### config.mk
export PLATFORM = sky130hd
export DESIGN_NAME = kwsm_matcher
export DESIGN_NICKNAME = d
export VERILOG_FILES = /design/src/inc/kwsm_pkg.sv /design/src/rtl/kwsm_matcher.sv
export SDC_FILE = /design/constraint.sdc
export NUM_CORES = 1
export LEC_CHECK = 0
export BUFFER_PORTS_ARGS = -buffer_cell sky130_fd_sc_hd__buf_2
export CORE_MARGIN = 2
export CORE_UTILIZATION = 35
export CTS_CLUSTER_DIAMETER = 50
export DETAILED_ROUTE_END_ITERATION = 10
export GPL_ROUTABILITY_DRIVEN = 0
export PLACE_DENSITY_LB_ADDON = 0.08
export RECOVER_POWER = 100
export SETUP_SLACK_MARGIN = 0.4
export SYNTH_ARGS = -nofsm -noshare
export SYNTH_HDL_FRONTEND = slang
export SYNTH_SLANG_ARGS = --single-unit
### constraint.sdc
create_clock -name clk -period 3.6 [get_ports clk]
set_input_delay 0.18 -clock clk [delete_from_list [all_inputs] [get_ports clk]]
set_output_delay 0.18 -clock clk [all_outputs]
set_load 0.1 [all_outputs]
### src/inc/kwsm_pkg.sv
// Purpose: Shared constants for the keyboard wake scan matcher
// Assumes: 125 MHz system clock, runtime register offsets as byte addresses
// Notes: Long counts are also top-level parameters so a bench can shorten them
package kwsm_pkg;
   // ----------------------------------------------------------------
   // Register offsets
   // ----------------------------------------------------------------
   localparam logic [7:0] OFS_MAKE_FIRST = 8'h5f;
   localparam logic [7:0] OFS_MAKE_SECOND = 8'h60;
   localparam logic [7:0] OFS_BREAK_CODE = 8'h61;
   localparam logic [7:0] OFS_STATUS_CTRL = 8'h64;
   // ----------------------------------------------------------------
   // Status/control field positions and reset values
   // ----------------------------------------------------------------
   localparam int BIT_WAKE_STICKY = 0;
   localparam int BIT_DISABLE = 1;
   localparam int BIT_SCAN_LO = 2;
   localparam int BIT_SCAN_HI = 3;
   localparam int BIT_REL_LO = 4;
   localparam int BIT_REL_HI = 5;
   localparam int BIT_ANY_BREAK = 6;
   localparam logic [7:0] RST_MAKE = 8'h00;
   localparam logic [7:0] RST_BREAK = 8'h00;
   localparam logic [7:0] RST_CTRL = 8'h00;
   localparam logic [7:0] CTRL_WMASK = 8'h7e;
   // ----------------------------------------------------------------
   // Scan code constants
   // ----------------------------------------------------------------
   localparam logic [7:0] WILDCARD = 8'h00;
   localparam logic [7:0] CODE_EXT = 8'he0;
   localparam logic [7:0] CODE_REL = 8'hf0;
   localparam logic [3:0] FRAME_LAST = 4'ha;
   // ----------------------------------------------------------------
   // Release options
   // ----------------------------------------------------------------
   localparam logic [1:0] REL_PULSE = 2'b00;
   localparam logic [1:0] REL_NOT_MAKE = 2'b01;
   localparam logic [1:0] REL_BREAK = 2'b10;
   // ----------------------------------------------------------------
   // Timing
   // ----------------------------------------------------------------
   localparam int CLK_MHZ = 125;
   localparam int TIMEOUT_US = 125;
   localparam int PULSE_MS = 500;
   localparam int TIMEOUT_CYC = TIMEOUT_US * CLK_MHZ;
   localparam int PULSE_CYC = PULSE_MS * 1000 * CLK_MHZ;
endpackage : kwsm_pkg

### src/rtl/kwsm_matcher.sv
// Purpose: Snoops keyboard clock/data and raises a wake event on a programmed make code
// Assumes: Keyboard lines are asynchronous; register port is on clk
// Notes: Match is decided when the stop bit is sampled, one keyboard clock after clock 10
`timescale 1ns/1ps

// Operation
// - Single-byte select compares each valid byte with first make byte.
// - A make byte of zero matches any valid received byte.
// - Two-byte select needs first then second make byte on consecutive bytes.
// - Mismatch, parity error or timeout restarts search at first byte.
// - Keyboard clock stuck 125 us mid-byte abandons decode and frame.
// - Sticky wake status bit drives active-low wake output while in sleep.
// - Status bits five and four select the release behaviour.
// - Withdrawing the event leaves the sticky wake status bit set.
// - Option 00 gives a 0.5 s pulse, no new event meanwhile.
// - Option 01 holds event until a valid non-matching code arrives.
// - Valid single byte: parity good; two-byte also needs first byte match.
// - Option 10 holds event until a valid break code arrives.
// - Break code is either the programmed one or any valid break.
// - Data plus parity must hold odd ones, else byte invalid.
// - Disable bit high stops matcher; reset value zero keeps it running.
// - Wake event raised well within 100 us of clock ten.
module kwsm_matcher #(
   parameter int TIMEOUT_CYCLES = kwsm_pkg::TIMEOUT_CYC,
   parameter int PULSE_CYCLES = kwsm_pkg::PULSE_CYC
) (
   input wire logic clk,
   input wire logic resetn,
   input wire logic keyboardClockLine,
   input wire logic keyboardDataLine,
   input wire logic sleepState,
   input wire logic [7:0] regAddr,
   input wire logic regWrite,
   input wire logic [7:0] regWData,
   output logic [7:0] regRData,
   output logic keyWakeStatusEventN,
   output logic wakeOutputN
);
   // Refuse counts that the timers cannot serve
   if (TIMEOUT_CYCLES < 2 || PULSE_CYCLES < 2) begin : g_badCount
      $error("kwsm_matcher: counts must be at least 2");
   end

   typedef enum logic {DEC_FIRST, DEC_SECOND} kwsm_dec_t;

   // ----------------------------------------------------------------
   // Input synchronisers
   // ----------------------------------------------------------------
   logic [1:0] lineClkSync_r, kdatSync_r;
   logic lineClkPrev_r;
   // Two flops per pin; previous level resets to idle high so no false edge follows reset
   always_ff @(posedge clk or negedge resetn) begin
      if (!resetn) begin
         lineClkSync_r <= 2'b11;
         kdatSync_r <= 2'b11;
         lineClkPrev_r <= 1'b1;
      end else begin
         lineClkSync_r <= {lineClkSync_r[0], keyboardClockLine};
         kdatSync_r <= {kdatSync_r[0], keyboardDataLine};
         lineClkPrev_r <= lineClkSync_r[1];
      end
   end
   wire lineClk = lineClkSync_r[1];
   wire kdat = kdatSync_r[1];
   wire fallEdge = lineClkPrev_r & ~lineClk;
   wire anyEdge = lineClkPrev_r ^ lineClk;

   // ----------------------------------------------------------------
   // Registers
   // ----------------------------------------------------------------
   logic [7:0] makeFirst_r, makeFirst_nxt, makeSecond_r, makeSecond_nxt;
   logic [7:0] breakCode_r, breakCode_nxt, ctrl_r, ctrl_nxt, rdata_r, rdata_nxt;
   logic stickySet;
   wire disabled = ctrl_r[kwsm_pkg::BIT_DISABLE];
   wire twoByte = ctrl_r[kwsm_pkg::BIT_SCAN_LO];
   wire [1:0] relOpt = ctrl_r[kwsm_pkg::BIT_REL_HI:kwsm_pkg::BIT_REL_LO];
   wire anyBreak = ctrl_r[kwsm_pkg::BIT_ANY_BREAK];

   // Register writes; sticky status is write-one-to-clear and a new event wins
   always_comb begin
      makeFirst_nxt = makeFirst_r;
      makeSecond_nxt = makeSecond_r;
      breakCode_nxt = breakCode_r;
      ctrl_nxt = ctrl_r;
      if (regWrite) begin
         case (regAddr)
            kwsm_pkg::OFS_MAKE_FIRST: makeFirst_nxt = regWData;
            kwsm_pkg::OFS_MAKE_SECOND: makeSecond_nxt = regWData;
            kwsm_pkg::OFS_BREAK_CODE: breakCode_nxt = regWData;
            kwsm_pkg::OFS_STATUS_CTRL: begin
               ctrl_nxt = (regWData & kwsm_pkg::CTRL_WMASK) | (ctrl_r & ~kwsm_pkg::CTRL_WMASK);
               if (regWData[kwsm_pkg::BIT_WAKE_STICKY]) begin
                  ctrl_nxt[kwsm_pkg::BIT_WAKE_STICKY] = 1'b0;
               end
            end
            default: ;
         endcase
      end
      if (stickySet) begin
         ctrl_nxt[kwsm_pkg::BIT_WAKE_STICKY] = 1'b1;
      end
      case (regAddr)
         kwsm_pkg::OFS_MAKE_FIRST: rdata_nxt = makeFirst_r;
         kwsm_pkg::OFS_MAKE_SECOND: rdata_nxt = makeSecond_r;
         kwsm_pkg::OFS_BREAK_CODE: rdata_nxt = breakCode_r;
         kwsm_pkg::OFS_STATUS_CTRL: rdata_nxt = ctrl_r;
         default: rdata_nxt = 8'h00;
      endcase
   end

   always_ff @(posedge clk or negedge resetn) begin
      if (!resetn) begin
         makeFirst_r <= kwsm_pkg::RST_MAKE;
         makeSecond_r <= kwsm_pkg::RST_MAKE;
         breakCode_r <= kwsm_pkg::RST_BREAK;
         ctrl_r <= kwsm_pkg::RST_CTRL;
         rdata_r <= 8'h00;
      end else begin
         makeFirst_r <= makeFirst_nxt;
         makeSecond_r <= makeSecond_nxt;
         breakCode_r <= breakCode_nxt;
         ctrl_r <= ctrl_nxt;
         rdata_r <= rdata_nxt;
      end
   end
   assign regRData = rdata_r;

   // ----------------------------------------------------------------
   // Frame receiver
   // ----------------------------------------------------------------
   logic [3:0] bitCnt_r, bitCnt_nxt;
   logic [8:0] shift_r, shift_nxt;
   logic [31:0] idle_r, idle_nxt;
   logic byteDone, byteGood, timeout;

   // Sample on falling edges; a stuck clock mid-frame times out
   always_comb begin
      bitCnt_nxt = bitCnt_r;
      shift_nxt = shift_r;
      idle_nxt = (anyEdge || bitCnt_r == 4'h0) ? 32'd0 : idle_r + 32'd1;
      byteDone = 1'b0;
      byteGood = 1'b0;
      timeout = (idle_r >= 32'(TIMEOUT_CYCLES - 1)) && !anyEdge && bitCnt_r != 4'h0;
      if (disabled || timeout) begin
         bitCnt_nxt = 4'h0;
         idle_nxt = 32'd0;
      end else if (fallEdge) begin
         if (bitCnt_r == 4'h0) begin
            bitCnt_nxt = kdat ? 4'h0 : 4'h1;
         end else if (bitCnt_r == kwsm_pkg::FRAME_LAST) begin
            bitCnt_nxt = 4'h0;
            byteDone = 1'b1;
            byteGood = kdat && (^shift_r);
         end else begin
            shift_nxt = {kdat, shift_r[8:1]};
            bitCnt_nxt = bitCnt_r + 4'h1;
         end
      end
   end

   always_ff @(posedge clk or negedge resetn) begin
      if (!resetn) begin
         bitCnt_r <= 4'h0;
         shift_r <= 9'h000;
         idle_r <= 32'd0;
      end else begin
         bitCnt_r <= bitCnt_nxt;
         shift_r <= shift_nxt;
         idle_r <= idle_nxt;
      end
   end
   wire [7:0] rxByte = shift_r[7:0];

   // ----------------------------------------------------------------
   // Make decoder and release control
   // ----------------------------------------------------------------
   function automatic logic byteMatch(input logic [7:0] want, input logic [7:0] got);
      byteMatch = (want == kwsm_pkg::WILDCARD) || (want == got);
   endfunction : byteMatch

   kwsm_dec_t dec_r, dec_nxt;
   logic event_r, event_nxt, afterRel_r, afterRel_nxt;
   logic [31:0] pulse_r, pulse_nxt;
   logic eventN_r, wakeN_r;
   logic fullMatch, codeValid, breakSeen;

   always_comb begin
      dec_nxt = dec_r;
      event_nxt = event_r;
      afterRel_nxt = afterRel_r;
      pulse_nxt = pulse_r;
      fullMatch = 1'b0;
      codeValid = 1'b0;
      breakSeen = 1'b0;
      stickySet = 1'b0;
      if (event_r && !relOpt[0] == !relOpt[1] && pulse_r != 32'd0) begin
         pulse_nxt = pulse_r - 32'd1;
      end
      if (disabled) begin
         dec_nxt = DEC_FIRST;
         event_nxt = 1'b0;
         afterRel_nxt = 1'b0;
         pulse_nxt = 32'd0;
      end else if (timeout || (byteDone && !byteGood)) begin
         dec_nxt = DEC_FIRST;
         afterRel_nxt = 1'b0;
      end else if (byteDone) begin
         if (!twoByte) begin
            fullMatch = byteMatch(makeFirst_r, rxByte);
            codeValid = 1'b1;
            dec_nxt = DEC_FIRST;
         end else if (dec_r == DEC_FIRST) begin
            dec_nxt = byteMatch(makeFirst_r, rxByte) ? DEC_SECOND : DEC_FIRST;
         end else begin
            fullMatch = byteMatch(makeSecond_r, rxByte);
            codeValid = 1'b1;
            dec_nxt = DEC_FIRST;
         end
         if (anyBreak) begin
            breakSeen = afterRel_r || (rxByte[7] && rxByte != kwsm_pkg::CODE_EXT && rxByte != kwsm_pkg::CODE_REL);
         end else begin
            breakSeen = (rxByte == breakCode_r);
         end
         afterRel_nxt = (rxByte == kwsm_pkg::CODE_REL);
         if (!event_r) begin
            if (fullMatch) begin
               event_nxt = 1'b1;
               stickySet = 1'b1;
               pulse_nxt = 32'(PULSE_CYCLES - 1);
            end
         end else begin
            case (relOpt)
               kwsm_pkg::REL_NOT_MAKE: if (codeValid && !fullMatch) event_nxt = 1'b0;
               kwsm_pkg::REL_BREAK: if (breakSeen) event_nxt = 1'b0;
               default: ;
            endcase
         end
      end
      // options 00 and 11 use the timed pulse
      if (!disabled && event_r && relOpt[0] == relOpt[1] && pulse_r == 32'd0) begin
         event_nxt = 1'b0;
      end
   end

   // event registered one cycle after the stop bit sample
   always_ff @(posedge clk or negedge resetn) begin
      if (!resetn) begin
         dec_r <= DEC_FIRST;
         event_r <= 1'b0;
         afterRel_r <= 1'b0;
         pulse_r <= 32'd0;
         eventN_r <= 1'b1;
         wakeN_r <= 1'b1;
      end else begin
         dec_r <= dec_nxt;
         event_r <= event_nxt;
         afterRel_r <= afterRel_nxt;
         pulse_r <= pulse_nxt;
         eventN_r <= ~event_nxt;
         wakeN_r <= ~(ctrl_nxt[kwsm_pkg::BIT_WAKE_STICKY] && sleepState);
      end
   end
   assign keyWakeStatusEventN = eventN_r;
   assign wakeOutputN = wakeN_r;
endmodule : kwsm_matcher

==> impl_metrics.csv <==
group,metric,value,unit
setup_path,critical_path_class,"flip-flop to flip-flop",
sta,min_period,2.96,ns
clocking,clk-insertion-delay-late,0.42,ns
setup_path,start_kind,"flip-flop",
sta,final_max_slew_viol_count,34,
final_layout,antenna_cells,0,
pwr,p_leak,3.23,nW
routing,wl_per_cell,15.9,µm
setup_path,cp.depth,8,
setup_path,crit_chain,"inv_1 -> ha_1 -> or3b_2 -> a21o_1 -> o41a_2 -> nand4b_1 -> or3_1 -> a21bo_2",
synth,synthArstFlopShare,1.00,
final_layout,finish.instance_area,0.00707,mm²
final_layout,layout.nets,660,
synth,yosysSeqAreaShare,0.525,
final_layout,synthToLayoutAreaGrowth,17.5,%
sta,fmax,337,MHz
final_layout,fillers,1655,
pwr,vdd_ir_drop_max,0.000386,V
final_layout,multi_input_area,0.00272,mm²
routing,drt_iter0_drc,248,
final_layout,regArea,0.00316,mm²
synth,synth_cell_type_count,56,
synth,syn_area,0.00602,mm²
synth,synth_cells,559,
sta,rsz0062_at_grt,"no",
setup_path,end_kind,"flip-flop",
floorplan,die_h,135,µm
placed_design,place_ws,0.817,ns
floorplan,initial_core_util,0.360,
setup_path,required,3.95,ns
global_routing,track_usage,0.163,
routing,first_pass_iters,4,
sta,fin_tns_setup,0,ns
routing,num_vias,4321,
global_routing,grt_pass1_wl,23000,µm
sta,maxSlewHeadroom,-0.210,
clocking,cts_setup_buffers,0,
final_layout,drive_gt1_frac,0.162,
setup_path,slowest_delay,0.74,ns
floorplan,num_rows,47,
placed_design,place_area,0.00652,mm²
placed_design,placed_cells,821,
clocking,clock_sinks,126,
clocking,tritoncts,"done",
pwr,power_per_cell_area,555,mW/mm²
floorplan,die_area,0.0183,mm²
clocking,cts_root_buf,"clkbuf_16",
clocking,h-tree-depth,4,
placed_design,dp_hpwl,9310,µm
job,drv_cap,1,
sta,setup_violations,0,
synth,synth_top_area_share,0.495,
synth,synth_largest_area_cell,"dfrtp_1",
global_routing,grt_max_degree,50,
routing,drc,0,
pwr,p_sw,0.00111,W
global_routing,grt_pass1_vias,4445,
pwr,clkPwrFrac,0.447,
synth,yosys_register_bits,126,
floorplan,fp.coreArea,0.0167,mm²
floorplan,die_width,135,µm
final_layout,stdcell_count,856,
synth,synth.most_common_cell,"dfrtp_1",
synth,ys_top_cells_by_area,"dfrtp_1, mux2_2, xor2_1, xnor2_1, nand2_1",
routing,vias_per_cell,5.05,
routing,final_antenna_net_count,0,
clocking,path_clk_slew,0.06,ns
global_routing,antenna_found_initial,0,
sta,fin_skew,0.00657,ns
placed_design,io_buffers,31,
clocking,cts_made_buffers,17,
global_routing,grt_remaining_overflow,0,
sta,fin_crit_sh,0.823,
synth,yosys_warnings,0,
sta,hold_viol_final,0,
floorplan,io_pins,32,
clocking,cts_resized,0,
clocking,cts_max_path_buffers,2,
sta,finalWorstSetupSlack,0.636,ns
setup_path,critPathTopFamily,"simple AND/OR/NAND/NOR gates",
status,outcome,"complete, but fails checks",
pwr,seq_power_share,0.413,
synth,synth_common_cells,"dfrtp_1, nand2_1, nor2_1",
setup_path,worst-path-buf-inv,1,
setup_path,rr_worst_depth,8,
setup_path,arrival,3.32,ns
sta,tightest_slew,1.81,ns
synth,synth_ff_type,"dfrtp_1",
worst_hold_path,min_path_type,"input port to flip-flop",
setup_path,path_max_fanout,19,
setup_path,critPathSlowestCell,"or3_1",
status,violations,"max-capacitance violations, max-slew violations",
synth,avgSynthCellArea,10.8,µm²
pwr,pwr-share-comb,0.140,
pwr,cell_internal_pwr,0.00281,W
synth,synth-edff-count,0,
routing,drt_wl_total,13600,µm
worst_hold_path,hold_depth,2,
pwr,power,0.00392,W
pwr,swShare,0.284,
clocking,hold_buffers,3,
## flip-flops by register name, summed over array words and instances (netlist names), 2 cells and up
signal / flops
ctrl_r: 7
idle_r: 32
kdatSync_r: 2
lineClkSync_r: 2
bitCnt_r: 4
breakCode_r: 8
shift_r: 9
regRData: 8
makeSecond_r: 8
pulse_r: 32
makeFirst_r: 8
## power by group through the flow
stage	registers (W)	logic (W)	clock network [W]
6_report	0.00162	0.000549	0.00175
5_1_grt	0.00164	0.000631	0.00187
4_1_cts	0.00162	0.000591	0.00180
3_5_place_dp	0.00165	0.000579	0
3_3_place_gp	0.00164	0.000579	0
2_1_floorplan	0.00158	0.000481	0
## path summary, 6_finish.rpt
path	startpoint	slack (ns)	end
max	bitCnt_r[0]	0.64	wakeOutputN
min	regWData[7]	0.03	breakCode_r[7]
max reg2reg	bitCnt_r[0]	0.64	wakeOutputN
min reg2reg	kdatSync_r[0]	0.36	kdatSync_r[1]
max in group asynchronous	resetn	1.14	makeFirst_r[4]
min in group asynchronous	resetn	0.34	pulse_r[28]
## cells by family after synthesis
logic type	Yosys count	synth area share
DFF	126	0.525
AOI/OAI and AO/OA	66	0.0749
buffers and inverters	37	0.0254
other	1	0.000623
adders and majority gates	15	0.0312
xor gates and xnor gates	64	0.0932
and+or+nand+nor	215	0.184
muxes	35	0.0651
## through the flow
step	hold slack, ns	util
floorplan	-0.116	-
global placement	0.265	0.390
detailed placement	0.263	0.390
CTS	0.00896	0.428
global route	0.00845	0.423
finish	0.0283	0.423
## area by class of cell
type / count / area share
multi-input combinational: 413 / 0.385
tap: 220 / 0.0389
clock inverter: 15 / 0.0248
inverter: 20 / 0.0106
timing repair buffer: 45 / 0.0331
sequential: 126 / 0.447
clock buffer: 17 / 0.0602
## cells in the final DEF (no fill, tap or decap), drive strengths merged, types with 14 or more instances in the layout
cell type and instances:
a21oi 16, buf 25, clkbuf 34, conb 18
dfrtp 119, ha 15, inv 29, mux2 33
nand2 55, nand3 23, nand4 14, nor2 54
nor4 22, o21ai 21, xnor2 26, xor2 38
## routing by layer
metal / wire (µm) / track usage / vias to the layer above
li1: - / - / 2092
met1: 6690 / 0.222 / 2164
met2: 6360 / 0.254 / 52
met3: 412 / 0.0469 / 13
met4: 152 / 0.0451 / 0
met5: 0 / 0 / -
Power figures use the tool's default switching activity.
